## config.mk

```make
export PLATFORM = sky130hd
export DESIGN_NAME = tcc_timer16
export DESIGN_NICKNAME = d
export VERILOG_FILES = /design/src/tcc_timer16.v
export VERILOG_INCLUDE_DIRS = /design/src
export SDC_FILE = /design/constraint.sdc
export NUM_CORES = 1
export LEC_CHECK = 0
export ABC_AREA = 1
export BUFFER_PORTS_ARGS = -buffer_cell sky130_fd_sc_hd__buf_4
export CAP_MARGIN = 20
export CORE_ASPECT_RATIO = 0.75
export CORE_MARGIN = 10
export CORE_UTILIZATION = 55
export DETAILED_ROUTE_END_ITERATION = 8
export GPL_ROUTABILITY_DRIVEN = 0
export PLACE_DENSITY = 0.78
export SYNTH_ARGS = -nofsm -noshare
export SYNTH_HDL_FRONTEND = slang
export SYNTH_SLANG_ARGS = --single-unit
```

## constraint.sdc

```tcl
create_clock -name aclk -period 3 [get_ports aclk]
set_clock_uncertainty 0.05 [all_clocks]
set_input_delay 0.3 -clock aclk [delete_from_list [all_inputs] [get_ports aclk]]
set_output_delay 0.3 -clock aclk [all_outputs]
set_load 0.005 [all_outputs]
```

## src/tcc_consts.vh

```
// constants for the 16-bit timer/counter core
// assumes a single 100 MHz clock and a 32-bit register bus
`ifndef TCC_CONSTS_VH
`define TCC_CONSTS_VH

// ----------------------------------------------------------------
// register byte offsets
// ----------------------------------------------------------------
`define TCC_OFS_CTRL_FIRST   8'h00
`define TCC_OFS_CTRL_SECOND  8'h04
`define TCC_OFS_CNT_LOW      8'h08
`define TCC_OFS_CNT_HIGH     8'h0C
`define TCC_OFS_CMPA_LOW     8'h10
`define TCC_OFS_CMPA_HIGH    8'h14
`define TCC_OFS_CMPB_LOW     8'h18
`define TCC_OFS_CMPB_HIGH    8'h1C
`define TCC_OFS_CAP_LOW      8'h20
`define TCC_OFS_CAP_HIGH     8'h24
`define TCC_OFS_MASK         8'h28
`define TCC_OFS_FLAG         8'h2C

// ----------------------------------------------------------------
// field positions
// ----------------------------------------------------------------
`define TCC_F1_MODE_LSB      0
`define TCC_F1_COMB_LSB      4
`define TCC_F1_COMA_LSB      6
`define TCC_F2_CS_LSB        0
`define TCC_F2_CAPSRC_BIT    5
`define TCC_F2_EDGE_BIT      6
`define TCC_F2_FILT_BIT      7
`define TCC_FLG_OVF          0
`define TCC_FLG_MATCH_A      1
`define TCC_FLG_MATCH_B      2
`define TCC_FLG_CAPTURE      3

// ----------------------------------------------------------------
// reset values and fixed counts
// ----------------------------------------------------------------
`define TCC_RST_BYTE         8'h00
`define TCC_RST_WORD         16'h0000
`define TCC_MAX              16'hFFFF
`define TCC_FILT_DEPTH       4
`define TCC_RESP_OKAY        2'h0
`define TCC_RESP_SLVERR      2'h2

// ----------------------------------------------------------------
// counting modes (mode field)
// ----------------------------------------------------------------
`define TCC_M_NORMAL         3'h0
`define TCC_M_CTC_A          3'h1
`define TCC_M_CTC_CAP        3'h2
`define TCC_M_FAST_MAX       3'h3
`define TCC_M_FAST_A         3'h4
`define TCC_M_FAST_CAP       3'h5
`define TCC_M_PHASE_A        3'h6
`define TCC_M_PHASE_CAP      3'h7

// ----------------------------------------------------------------
// clock source select codes
// ----------------------------------------------------------------
`define TCC_CS_OFF           3'h0
`define TCC_CS_DIV1          3'h1
`define TCC_CS_DIV8          3'h2
`define TCC_CS_DIV64         3'h3
`define TCC_CS_DIV256        3'h4
`define TCC_CS_DIV1024       3'h5
`define TCC_CS_EXT_FALL      3'h6
`define TCC_CS_EXT_RISE      3'h7

`endif

```

## src/tcc_timer16.v

```verilog
// 16-bit timer/counter with two compare channels and input capture
// assumes AXI4-Lite master on aclk and pins synchronous to aclk
//
// Summary of operation
// - counter, compares, capture are 16-bit
// - two 8-bit control registers, free access
// - every request visible in flag register
// - one mask bit per interrupt source
// - tick from prescaler or pin, edge selectable
// - no clock source selected: counter frozen
// - three-bit clock select in second control
// - double-buffered compares in PWM modes, compared on every counter tick
// - compare results drive waveform output pins
// - compare match sets channel match flag
// - capture counter on pin or comparator edge
// - optional noise filter on capture path
// - top from compare A, capture or fixed
// - compare A as top: no PWM on A
// - compare A top value double-buffered in PWM modes
// - four interrupt sources
// - two compare units, one capture unit
// - counter counts up or down by mode
// - shared high-byte shadow on low access
// - processor write beats clear or count
// - filter needs four equal samples
// - capture flag set; cleared by ack or one
`include "tcc_consts.vh"

module tcc_timer16 #(
  parameter ADDR_W = 8
) (
  // clock and reset
  input  wire              aclk,
  input  wire              aresetn,
  // axi4-lite write address and data
  input  wire [ADDR_W-1:0] awaddr,
  input  wire              awvalid,
  output wire              awready,
  input  wire [31:0]       wdata,
  input  wire [3:0]        wstrb,
  input  wire              wvalid,
  output wire              wready,
  // axi4-lite write response
  output reg  [1:0]        bresp,
  output reg               bvalid,
  input  wire              bready,
  // axi4-lite read
  input  wire [ADDR_W-1:0] araddr,
  input  wire              arvalid,
  output wire              arready,
  output reg  [31:0]       rdata,
  output reg  [1:0]        rresp,
  output reg               rvalid,
  input  wire              rready,
  // timer pins
  input  wire              external_count_pin,
  input  wire              capture_in_pin,
  input  wire              comparator_output,
  output reg               wave_out_a,
  output reg               wave_out_b,
  output reg               wave_en_a,
  output reg               wave_en_b,
  // interrupt requests and acknowledges
  output wire [3:0]        irq_req,
  input  wire [3:0]        irq_ack
);

  // ----------------------------------------------------------------
  // state
  // ----------------------------------------------------------------
  reg [7:0]        ctrl_first_r;
  reg [7:0]        ctrl_second_r;
  reg [3:0]        timer_mask_r;
  reg [3:0]        timer_flag_r;
  reg [15:0]       count_value_r;
  reg              dir_up_r;
  reg [15:0]       cmp_a_buf_r;
  reg [15:0]       cmp_b_buf_r;
  reg [15:0]       cmp_a_act_r;
  reg [15:0]       cmp_b_act_r;
  reg [15:0]       capture_value_r;
  reg [7:0]        shadow_r;
  reg [9:0]        presc_r;
  reg              ext_prev_r;
  reg              cap_in_r;
  reg [3:0]        filt_pipe_r;
  reg              filt_r;
  reg              cap_prev_r;
  reg              aw_hold_r;
  reg              w_hold_r;
  reg [ADDR_W-1:0] aw_addr_r;
  reg [7:0]        w_byte_r;
  reg              w_lane_r;

  // ----------------------------------------------------------------
  // bus handshake
  // ----------------------------------------------------------------
  // one write and one read in flight; both halves held until joined
  assign awready = !aw_hold_r && !bvalid;
  assign wready  = !w_hold_r && !bvalid;
  assign arready = !rvalid;
  wire do_wr = aw_hold_r && w_hold_r && w_lane_r;
  wire wr_go = aw_hold_r && w_hold_r;
  wire do_rd = arvalid && arready;

  function wr_hit;
    input [ADDR_W-1:0] a;
    input [7:0]        ofs;
    begin
      wr_hit = (a == ofs[ADDR_W-1:0]);
    end
  endfunction

  // ----------------------------------------------------------------
  // mode decode
  // ----------------------------------------------------------------
  wire [2:0] mode     = ctrl_first_r[`TCC_F1_MODE_LSB +: 3];
  wire [1:0] com_a    = ctrl_first_r[`TCC_F1_COMA_LSB +: 2];
  wire [1:0] com_b    = ctrl_first_r[`TCC_F1_COMB_LSB +: 2];
  wire [2:0] cs       = ctrl_second_r[`TCC_F2_CS_LSB +: 3];
  wire top_is_a   = (mode == `TCC_M_CTC_A) || (mode == `TCC_M_FAST_A) ||
                    (mode == `TCC_M_PHASE_A);
  wire top_is_cap = (mode == `TCC_M_CTC_CAP) || (mode == `TCC_M_FAST_CAP)
                    || (mode == `TCC_M_PHASE_CAP);
  wire pwm_fast   = (mode == `TCC_M_FAST_MAX) || (mode == `TCC_M_FAST_A) ||
                    (mode == `TCC_M_FAST_CAP);
  wire pwm_phase  = (mode == `TCC_M_PHASE_A) || (mode == `TCC_M_PHASE_CAP);
  wire pwm_any    = pwm_fast || pwm_phase;

  reg [15:0] top_val;
  always @*
  begin
    if (top_is_a)
      top_val = cmp_a_act_r;
    else if (top_is_cap)
      top_val = capture_value_r;
    else
      top_val = `TCC_MAX;
  end
  wire at_top = (count_value_r == top_val);

  // ----------------------------------------------------------------
  // clock select
  // ----------------------------------------------------------------
  // prescaled or external edge tick
  reg timer_tick;
  always @*
  begin
    case (cs)
      `TCC_CS_DIV1:     timer_tick = 1'b1;
      `TCC_CS_DIV8:     timer_tick = &presc_r[2:0];
      `TCC_CS_DIV64:    timer_tick = &presc_r[5:0];
      `TCC_CS_DIV256:   timer_tick = &presc_r[7:0];
      `TCC_CS_DIV1024:  timer_tick = &presc_r[9:0];
      `TCC_CS_EXT_FALL: timer_tick = ext_prev_r && !external_count_pin;
      `TCC_CS_EXT_RISE: timer_tick = !ext_prev_r && external_count_pin;
      // no source: no tick at all
      default:          timer_tick = 1'b0;
    endcase
  end

  // ----------------------------------------------------------------
  // counter next value
  // ----------------------------------------------------------------
  // direction follows the counting mode
  reg [15:0] cnt_nxt;
  reg        dir_nxt;
  reg        ovf_evt;
  always @*
  begin
    cnt_nxt = count_value_r;
    dir_nxt = dir_up_r;
    ovf_evt = 1'b0;
    if (timer_tick)
    begin
      if (pwm_phase)
      begin
        if (dir_up_r && at_top)
        begin
          dir_nxt = 1'b0;
          cnt_nxt = count_value_r - 16'h0001;
        end
        else if (!dir_up_r && (count_value_r == 16'h0000))
        begin
          dir_nxt = 1'b1;
          cnt_nxt = count_value_r + 16'h0001;
        end
        else if (dir_up_r)
          cnt_nxt = count_value_r + 16'h0001;
        else
        begin
          cnt_nxt = count_value_r - 16'h0001;
          // overflow flagged on reaching bottom
          ovf_evt = (count_value_r == 16'h0001);
        end
      end
      else
      begin
        dir_nxt = 1'b1;
        if (mode != `TCC_M_NORMAL && at_top)
          cnt_nxt = 16'h0000;
        else
          cnt_nxt = count_value_r + 16'h0001;
        ovf_evt = pwm_fast ? at_top : (count_value_r == `TCC_MAX);
      end
    end
  end

  // match only on a counting tick
  wire match_a   = timer_tick && (count_value_r == cmp_a_act_r);
  wire match_b   = timer_tick && (count_value_r == cmp_b_act_r);
  wire bottom_ev = timer_tick && pwm_fast && at_top;

  // ----------------------------------------------------------------
  // capture input path
  // ----------------------------------------------------------------
  wire cap_src  = ctrl_second_r[`TCC_F2_CAPSRC_BIT] ? comparator_output
                                                   : capture_in_pin;
  wire cap_lvl  = ctrl_second_r[`TCC_F2_FILT_BIT] ? filt_r : cap_in_r;
  wire cap_edge = ctrl_second_r[`TCC_F2_EDGE_BIT] ? (cap_lvl && !cap_prev_r)
                                                 : (!cap_lvl && cap_prev_r);
  // capture register is the top: input path is switched off
  wire cap_evt  = cap_edge && !top_is_cap;

  // ----------------------------------------------------------------
  // waveform generator
  // ----------------------------------------------------------------
  // toggle/clear/set in plain modes, set-clear pairs in pwm modes
  function wave_fn;
    input       cur;
    input [1:0] com;
    input       mat;
    input       bot;
    input       up;
    input       fast;
    input       phase;
    input       no_pwm;
    begin
      wave_fn = cur;
      if ((fast || phase) && no_pwm)
      begin
        if (mat && com == 2'h1)
          wave_fn = !cur;
      end
      else if (fast)
      begin
        if (mat && com[1])
          wave_fn = com[0];
        else if (bot && com[1])
          wave_fn = !com[0];
      end
      else if (phase)
      begin
        if (mat && com[1])
          wave_fn = up ? com[0] : !com[0];
      end
      else if (mat)
      begin
        case (com)
          2'h1:    wave_fn = !cur;
          2'h2:    wave_fn = 1'b0;
          2'h3:    wave_fn = 1'b1;
          default: wave_fn = cur;
        endcase
      end
    end
  endfunction

  // ----------------------------------------------------------------
  // sequential core
  // ----------------------------------------------------------------
  wire [7:0] wb       = w_byte_r;
  wire       wr_cnt   = do_wr && wr_hit(aw_addr_r, `TCC_OFS_CNT_LOW);
  wire       rd_cntlo = do_rd && wr_hit(araddr, `TCC_OFS_CNT_LOW);
  wire       rd_caplo = do_rd && wr_hit(araddr, `TCC_OFS_CAP_LOW);
  reg  [3:0] flag_set;
  reg  [3:0] flag_clr;
  always @*
  begin
    // four sources: overflow, match a, match b, capture
    flag_set = {cap_evt, match_b, match_a, ovf_evt};
    // cleared by ack or writing one
    flag_clr = irq_ack;
    if (do_wr && wr_hit(aw_addr_r, `TCC_OFS_FLAG))
      flag_clr = flag_clr | wb[3:0];
  end

  always @(posedge aclk)
  begin
    if (!aresetn)
    begin
      ctrl_first_r    <= `TCC_RST_BYTE;
      ctrl_second_r   <= `TCC_RST_BYTE;
      timer_mask_r    <= 4'h0;
      timer_flag_r    <= 4'h0;
      count_value_r   <= `TCC_RST_WORD;
      dir_up_r        <= 1'b1;
      cmp_a_buf_r     <= `TCC_RST_WORD;
      cmp_b_buf_r     <= `TCC_RST_WORD;
      cmp_a_act_r     <= `TCC_RST_WORD;
      cmp_b_act_r     <= `TCC_RST_WORD;
      capture_value_r <= `TCC_RST_WORD;
      shadow_r        <= `TCC_RST_BYTE;
      presc_r         <= 10'h000;
      ext_prev_r      <= 1'b0;
      cap_in_r        <= 1'b0;
      filt_pipe_r     <= 4'h0;
      filt_r          <= 1'b0;
      cap_prev_r      <= 1'b0;
      wave_out_a      <= 1'b0;
      wave_out_b      <= 1'b0;
      wave_en_a       <= 1'b0;
      wave_en_b       <= 1'b0;
    end
    else
    begin
      presc_r    <= presc_r + 10'h001;
      ext_prev_r <= external_count_pin;
      // filter output moves on four equal samples
      cap_in_r    <= cap_src;
      filt_pipe_r <= {filt_pipe_r[2:0], cap_in_r};
      if (&filt_pipe_r || ~|filt_pipe_r)
        filt_r <= filt_pipe_r[3];
      cap_prev_r <= cap_lvl;

      if (wr_cnt)
        count_value_r <= {shadow_r, wb};
      else
        count_value_r <= cnt_nxt;
      dir_up_r <= dir_nxt;

      // compare a top buffered until update point
      if (!pwm_any || bottom_ev ||
          (pwm_phase && timer_tick && dir_up_r && at_top))
      begin
        cmp_a_act_r <= cmp_a_buf_r;
        cmp_b_act_r <= cmp_b_buf_r;
      end

      if (cap_evt)
        capture_value_r <= count_value_r;
      else if (do_wr && top_is_cap && wr_hit(aw_addr_r, `TCC_OFS_CAP_LOW))
        capture_value_r <= {shadow_r, wb};

      // set wins over a same-cycle clear
      timer_flag_r <= (timer_flag_r & ~flag_clr) | flag_set;

      // no pwm on channel a when it is top
      wave_out_a <= wave_fn(wave_out_a, com_a, match_a, bottom_ev,
                            dir_up_r, pwm_fast, pwm_phase, top_is_a);
      wave_out_b <= wave_fn(wave_out_b, com_b, match_b, bottom_ev,
                            dir_up_r, pwm_fast, pwm_phase, 1'b0);
      wave_en_a  <= (com_a != 2'h0);
      wave_en_b  <= (com_b != 2'h0);

      if (rd_cntlo)
        shadow_r <= count_value_r[15:8];
      else if (rd_caplo)
        shadow_r <= capture_value_r[15:8];

      if (do_wr)
      begin
        case (aw_addr_r)
          `TCC_OFS_CTRL_FIRST:  ctrl_first_r  <= wb;
          `TCC_OFS_CTRL_SECOND: ctrl_second_r <= wb;
          `TCC_OFS_MASK:        timer_mask_r  <= wb[3:0];
          `TCC_OFS_CMPA_LOW:    cmp_a_buf_r   <= {shadow_r, wb};
          `TCC_OFS_CMPB_LOW:    cmp_b_buf_r   <= {shadow_r, wb};
          `TCC_OFS_CNT_HIGH,
          `TCC_OFS_CMPA_HIGH,
          `TCC_OFS_CMPB_HIGH,
          `TCC_OFS_CAP_HIGH:    shadow_r      <= wb;
          // keeps a same-cycle low-byte read load of the shadow
          default:              ;
        endcase
      end
    end
  end

  // request gated by flag and mask
  assign irq_req = timer_flag_r & timer_mask_r;

  // ----------------------------------------------------------------
  // write channel
  // ----------------------------------------------------------------
  // address and data may arrive in either order
  always @(posedge aclk)
  begin
    if (!aresetn)
    begin
      aw_hold_r <= 1'b0;
      w_hold_r  <= 1'b0;
      aw_addr_r <= {ADDR_W{1'b0}};
      w_byte_r  <= 8'h00;
      w_lane_r  <= 1'b0;
      bvalid    <= 1'b0;
      bresp     <= `TCC_RESP_OKAY;
    end
    else
    begin
      if (awvalid && awready)
      begin
        aw_hold_r <= 1'b1;
        aw_addr_r <= awaddr;
      end
      if (wvalid && wready)
      begin
        w_hold_r <= 1'b1;
        w_byte_r <= wdata[7:0];
        w_lane_r <= wstrb[0];
      end
      if (wr_go)
      begin
        aw_hold_r <= 1'b0;
        w_hold_r  <= 1'b0;
        bvalid    <= 1'b1;
        bresp     <= (aw_addr_r[1:0] == 2'h0 &&
                      aw_addr_r <= `TCC_OFS_FLAG) ? `TCC_RESP_OKAY
                                                  : `TCC_RESP_SLVERR;
      end
      else if (bvalid && bready)
        bvalid <= 1'b0;
    end
  end

  // ----------------------------------------------------------------
  // read channel
  // ----------------------------------------------------------------
  // flag register shows every request source
  // 16-bit values read as two bytes
  reg [7:0] rd_byte;
  reg       rd_ok;
  always @*
  begin
    rd_ok = 1'b1;
    case (araddr)
      `TCC_OFS_CTRL_FIRST:  rd_byte = ctrl_first_r;
      `TCC_OFS_CTRL_SECOND: rd_byte = ctrl_second_r;
      `TCC_OFS_CNT_LOW:     rd_byte = count_value_r[7:0];
      `TCC_OFS_CNT_HIGH:    rd_byte = shadow_r;
      `TCC_OFS_CMPA_LOW:    rd_byte = cmp_a_buf_r[7:0];
      `TCC_OFS_CMPA_HIGH:   rd_byte = cmp_a_buf_r[15:8];
      `TCC_OFS_CMPB_LOW:    rd_byte = cmp_b_buf_r[7:0];
      `TCC_OFS_CMPB_HIGH:   rd_byte = cmp_b_buf_r[15:8];
      `TCC_OFS_CAP_LOW:     rd_byte = capture_value_r[7:0];
      `TCC_OFS_CAP_HIGH:    rd_byte = shadow_r;
      `TCC_OFS_MASK:        rd_byte = {4'h0, timer_mask_r};
      `TCC_OFS_FLAG:        rd_byte = {4'h0, timer_flag_r};
      default:
      begin
        rd_byte = 8'h00;
        rd_ok   = 1'b0;
      end
    endcase
  end

  always @(posedge aclk)
  begin
    if (!aresetn)
    begin
      rvalid <= 1'b0;
      rdata  <= 32'h00000000;
      rresp  <= `TCC_RESP_OKAY;
    end
    else if (do_rd)
    begin
      rvalid <= 1'b1;
      rdata  <= {24'h000000, rd_byte};
      rresp  <= rd_ok ? `TCC_RESP_OKAY : `TCC_RESP_SLVERR;
    end
    else if (rvalid && rready)
      rvalid <= 1'b0;
  end

endmodule // tcc_timer16

```

==> run_results.csv, run 1 <==
group,metric,value,unit
synth,synth_cell_type_count,46,
sta,fin_tns_setup,0,ns
global_route,grt_pass1_vias,9725,
cts,cts_tree,"done",
route,wl_per_cell,17.7,um
route,routed-via-count,10855,
cells_and_area,area_delta_synth_final,13.6,%
global_route,grt_max_degree,73,
run,cap_violations,0,
sta,slew_headroom,0.516,
cts,path_clk_slew,0.08,ns
route,drt_pass1_iterations,6,
critical_path,max_stage_delay,0.38,ns
synth,synth_top_family_by_area,"simple AND/OR/NAND/NOR gates",
floorplan,die_w,178,um
synth,synth_area_per_cell,6.55,um2
worst_hold_path,min_path_type,"input pin to register",
critical_path,required,3.30,ns
sta,finalSetupViolCount,0,
run_status,status,"completed",
synth,ys_seq_area_frac,0.356,
floorplan,num_rows,43,
cts,cts_made_buffers,17,
cells_and_area,drive_gt1_frac,0.109,
floorplan,start_util,0.556,
critical_path,crit_family,"simple AND/OR/NAND/NOR gates",
critical_path,cp_max_fo,8,
cts,cts_root_buf,"clkbuf_16",
critical_path,startpoint_type,"register",
synth,netlist_instances,1564,
critical_path,endpoint_kind,"register",
synth,synth-main-ff-cell,"dfxtp_1",
critical_path,crit_slowest_cell,"nor2_1",
route,drt_wl_total,33.4,mm
global_route,grt_pass1_wl,52.2,mm
sta,final_max_slew_viol_count,0,
synth,synthSimpleGateAreaFrac,0.281,
synth,yosysWarnings,0,
cts,cts_setup_buffers,0,
synth,synth_seq_cells,182,
place,io_buffer_count,61,
sta,fin_crit,2.85,ns
floorplan,coreArea,18400,um2
sta,post-route-period-util,0.949,
cts,clock_sinks,182,
sta,grt_setup_unrepaired,"no",
cts,clkLatencyLatePin,0.45,ns
synth,synthAdderAreaFrac,0.00611,
global_route,grt_remaining_overflow,0,
critical_path,cp.arrival,3.15,ns
floorplan,ios,115,
sta,final_hold_viol_count,0,
route,first_iter_violations,1348,
sta,hold_ws,0.0329,ns
route,via_per_inst,5.76,
global_route,track_usage,0.264,
cts,clockBufferDepth,2,
floorplan,dieHeight,138,um
synth,synthArstFlopShare,0,
power_and_ir_drop,p_leak,5.10,nW
cells_and_area,fillers,1696,
critical_path,cp_cell_sequence,"ha_1 -> ha_1 -> nand2_1 -> a21oi_1 -> o21a_1 -> inv_1 -> nand3_1 -> buf_4 -> nor2_1 -> inv_1 -> o221ai_1 -> inv_1 -> nand2_1 -> inv_1",
cells_and_area,diodes,0,
sta,worst_pin_slew,0.726,ns
synth,synth_compound_area_frac,0.196,
floorplan,dieArea,24500,um2
synth,synth-edff-count,0,
route,ant_nets,0,
power_and_ir_drop,power_density,442,nW/um2
route,drc_errors,0,
cts,cts_max_level,4,
synth,synth_area,10200,um2
sta,max_freq,0.351,GHz
global_route,antenna_found_initial,0,
cells_and_area,nets,1695,
synth,synthMuxAreaShare,0,
critical_path,cp_num_buf_inv,5,
synth,synth_xor_area_frac,0.0376,
critical_path,path_class,"register to register",
power_and_ir_drop,ir_worst_vdd,0.341,mV
critical_path,cpMostUsedCell,"inv_1",
place,hpwl,24.8,mm
-- registers in the layout (all words and copies together), names as in the netlist, 10 cells and up --
signal,cells
capture_value_r,16
cmp_a_act_r,16
cmp_a_buf_r,16
cmp_b_act_r,16
cmp_b_buf_r,16
count_value_r,16
presc_r,10
-- kinds of logic (layout without fill, tap and decap cells) --
logic type / after synthesis / count (layout)
AO/OA/AOI/OAI: 359 / 359
AND/OR/NAND/NOR: 682 / 682
XOR/XNOR: 44 / 44
adder cells (fa/ha/maj): 5 / 5
flip-flops: 182 / 182
other: 1 / 26
buffers and inverters: 291 / 339
-- routing by layer --
metal	wire length [um]	global-route usage
met5	0	0
met4	649	0.0832
met3	4330	0.0686
met2	14200	0.383
met1	14200	0.372
-- tightest hold or removal path: stages --
cell and delay (ns):
buf_4 0.08, nor2_1 0.04, nor2_1 0.08
-- stage by stage --
stage               total power [mW]  setup WS (ns)  utilization  instances  cell area (um2)
floorplan                       2.80          0.656            -       1589            10300
CTS                             5.12          0.135        0.630       1884            11600
global placement                2.92          0.305        0.598       1851            11000
global route                    5.27        0.00887        0.632       1884            11600
detailed placement              2.93          0.247        0.598       1851            11000
finish                          5.14          0.154        0.632       1884            11600
-- cell usage after synthesis (8+ instances only) --
cell type	instances	area, um2
nand2_2	10	62.6
o22ai_1	20	125
nand3_1	63	315
o221ai_1	10	87.6
inv_1	182	683
a31oi_1	31	194
nor2_1	168	631
o21ai_0	132	661
nand2_1	356	1340
o21ai_1	9	45.0
buf_4	26	195
nor3_1	26	130
xor2_1	31	272
nor4_1	9	56.3
o211ai_1	12	90.1
buf_6	8	90.1
o41ai_1	9	78.8
a21oi_1	122	611
clkbuf_1	57	214
dfxtp_1	182	3640
xnor2_1	13	114
nand4_1	32	200
-- layout by cell type, fill, tap and decap left out, types with 3 or more instances in the layout --
cell	n
inv_8	3
o21ai_0	132
o41ai_1	9
clkbuf_16	17
inv_2	4
nand2_2	10
nor3_1	25
nor4_1	8
nor2_2	3
o21ai_1	9
or2_2	5
inv_1	182
nand2_1	356
buf_4	111
a31oi_1	31
xnor2_1	13
nand3_4	3
nand4_1	32
nand3_1	63
inv_6	4
buf_12	3
o211ai_1	12
clkinv_1	5
o221ai_1	10
o22ai_1	20
conb_1	26
ha_1	5
o2111ai_1	3
dfxtp_1	182
a21oi_1	122
clkinv_8	4
xor2_1	31
nor2_1	167
-- repair_timing --
| item | in CTS | in global routing |
|---|---|---|
| endpoints found under the hold margin | 1 | 0 |
| hold buffers | 1 | 0 |
| endpoints found under the setup margin | 0 | 14 |
| gates resized for setup | 0 | 7 |
-- final timing paths --
kind	end	startpoint	slack, ns	cells after the start
min	cap_in_r	comparator_output	0.03	3
min reg2reg	filt_pipe_r[0]	cap_in_r	0.39	2
max reg2reg	count_value_r[12]	presc_r[0]	0.15	14
max	count_value_r[12]	presc_r[0]	0.15	14
-- power by group --
part / switching, mW / leakage (nW) / internal (mW) / total, mW
combinational: 0.224 / 3.33 / 0.121 / 0.345
clock: 1.14 / 0.289 / 1.12 / 2.25
sequential: 0.0748 / 1.48 / 2.47 / 2.54
-- area by class of cell --
class	instances	area [um2]	share of cell area
clock buffers	17	425	0.0366
clock inverters	15	161	0.0139
inverters	192	723	0.0622
multi-input cells	1116	5470	0.470
flip-flops and latches	182	3640	0.313
well taps	247	309	0.0266
repair buffers	115	903	0.0777
(Power assumes the default switching activity.)
==> run 2, diff against run 1 <==
--- a/config.mk
+++ b/config.mk
@@ -15,6 +15,7 @@
 export DETAILED_ROUTE_END_ITERATION = 8
 export GPL_ROUTABILITY_DRIVEN = 0
 export PLACE_DENSITY = 0.78
+export REMOVE_ABC_BUFFERS = 1
 export SYNTH_ARGS = -nofsm -noshare
 export SYNTH_HDL_FRONTEND = slang
 export SYNTH_SLANG_ARGS = --single-unit
==> run_results.csv, run 2 (synthesis gave the netlist of run 1 again) <==
group,metric,value,unit
route,drt_pass1_iterations,6,
floorplan,coreArea,18400,um2
cells_and_area,final_area,11600,um2
cts,clockBufferDepth,2,
power_and_ir_drop,power_density,445,nW/um2
global_route,grt_remaining_overflow,0,
sta,post-route-period-util,0.932,
route,first_iter_violations,1354,
cts,cts_max_level,4,
place,io_buffer_count,61,
floorplan,num_rows,43,
critical_path,required,3.29,ns
sta,finalSetupViolCount,0,
cts,cts_made_buffers,17,
power_and_ir_drop,p_leak,5.08,nW
place,hpwl,23.9,mm
cts,cts_tree,"done",
floorplan,dieHeight,138,um
cts,clkLatencyLatePin,0.46,ns
route,ant_nets,0,
global_route,grt_pass1_vias,10036,
global_route,grt_pass1_wl,52.3,mm
sta,max_freq,0.358,GHz
cells_and_area,area_delta_synth_final,13.4,%
sta,slew_headroom,0.520,
floorplan,dieArea,24500,um2
critical_path,startpoint_type,"register",
cts,cts_root_buf,"clkbuf_16",
route,drc_errors,0,
cells_and_area,layout_commonest_cell,"nand2_1",
cts,path_clk_slew,0.08,ns
sta,fin_tns_setup,0,ns
sta,fin_crit,2.80,ns
route,via_per_inst,5.80,
critical_path,cp.arrival,3.08,ns
route,drt_wl_total,33.1,mm
power_and_ir_drop,finalPower,5.17,mW
cells_and_area,nets,1693,
cts,cts_setup_buffers,0,
route,wl_per_cell,17.6,um
cells_and_area,mostFrequentLayoutCells,"nand2_1, inv_1, dfxtp_1",
sta,final_max_slew_viol_count,0,
run_status,status,"completed",
global_route,antenna_found_initial,1,
critical_path,cp_max_fo,12,
cells_and_area,drive_gt1_frac,0.108,
floorplan,ios,115,
critical_path,path_class,"register to register",
sta,final_hold_viol_count,0,
global_route,track_usage,0.262,
cts,clock_sinks,182,
power_and_ir_drop,ir_worst_vdd,0.366,mV
floorplan,die_w,178,um
sta,worst_pin_slew,0.715,ns
worst_hold_path,min_path_type,"input pin to register",
run,cap_violations,0,
route,routed-via-count,10907,
global_route,grt_max_degree,72,
floorplan,start_util,0.556,
critical_path,endpoint_kind,"register",
sta,hold_ws,0.0393,ns
place,placed_area,11000,um2
[run 2: stage by stage]
step / setup WS (ns) / util / cells
after global routing: -0.00550 / 0.631 / 1881
final: 0.203 / 0.631 / 1882
after CTS: 0.236 / 0.629 / 1881
after global placement: 0.333 / 0.597 / 1849
after detailed placement: 0.287 / 0.597 / 1849
after floorplan: 0.372 / - / 1490
[run 2: critical path, stage by stage (launching register included)]
cell and delay [ns]:
dfxtp_2 0.35, inv_2 0.10, nand2_2 0.12, nand3_4 0.14
clkinv_2 0.20, nand2_1 0.14, nand2_1 0.06, nand2_1 0.05
nand2_1 0.11, nor2_1 0.16, nand2_1 0.08, nor2_2 0.18
nand3_2 0.10, nor2_1 0.17, nand2_1 0.12, nand3_4 0.16
buf_4 0.22, nand2_1 0.06, nand2_1 0.06, nor2_1 0.04
[run 2: repair_timing]
action / CTS / global route
endpoints found under the setup margin: 0 / 33
hold buffers: 1 / 0
resized for setup: 0 / 7
hold endpoints to repair: 1 / 0
[run 2: worst paths after layout]
path / start / cells past startpoint / to / slack, ns
worst max register to register: ctrl_first_r[0] / 19 / cmp_b_act_r[8] / 0.20
worst max-delay path: ctrl_first_r[0] / 19 / cmp_b_act_r[8] / 0.20
worst min-delay path: comparator_output / 3 / cap_in_r / 0.04
worst min register to register: filt_pipe_r[2] / 2 / filt_pipe_r[3] / 0.40
[run 2: layout make-up]
cell class	instances	area, um2
antenna	1	2.50
clock buffer	17	425
clock inverter	14	158
fill	1713	6790
inverter	192	722
multi-input combinational	1116	5460
sequential	182	3650
tap	247	309
timing repair buffer	113	888
[run 2: metal layers]
| layer | up-vias | share of wire | global-route usage |
|---|---|---|---|
| li1 | 5202 | - | - |
| met1 | 4880 | 0.42 | 0.358 |
| met2 | 693 | 0.41 | 0.380 |
| met3 | 132 | 0.13 | 0.0664 |
| met4 | 0 | 0.044 | 0.112 |
| met5 | - | 0 | 0 |
[run 2: where the power goes]
| part | internal, mW | leakage [nW] | switching [mW] | total (mW) |
|---|---|---|---|---|
| logic | 0.123 | 3.32 | 0.229 | 0.352 |
| clock network | 1.18 | 0.284 | 1.09 | 2.27 |
| registers | 2.47 | 1.48 | 0.0751 | 2.55 |
| total | 3.77 | 5.08 | 1.39 | 5.17 |
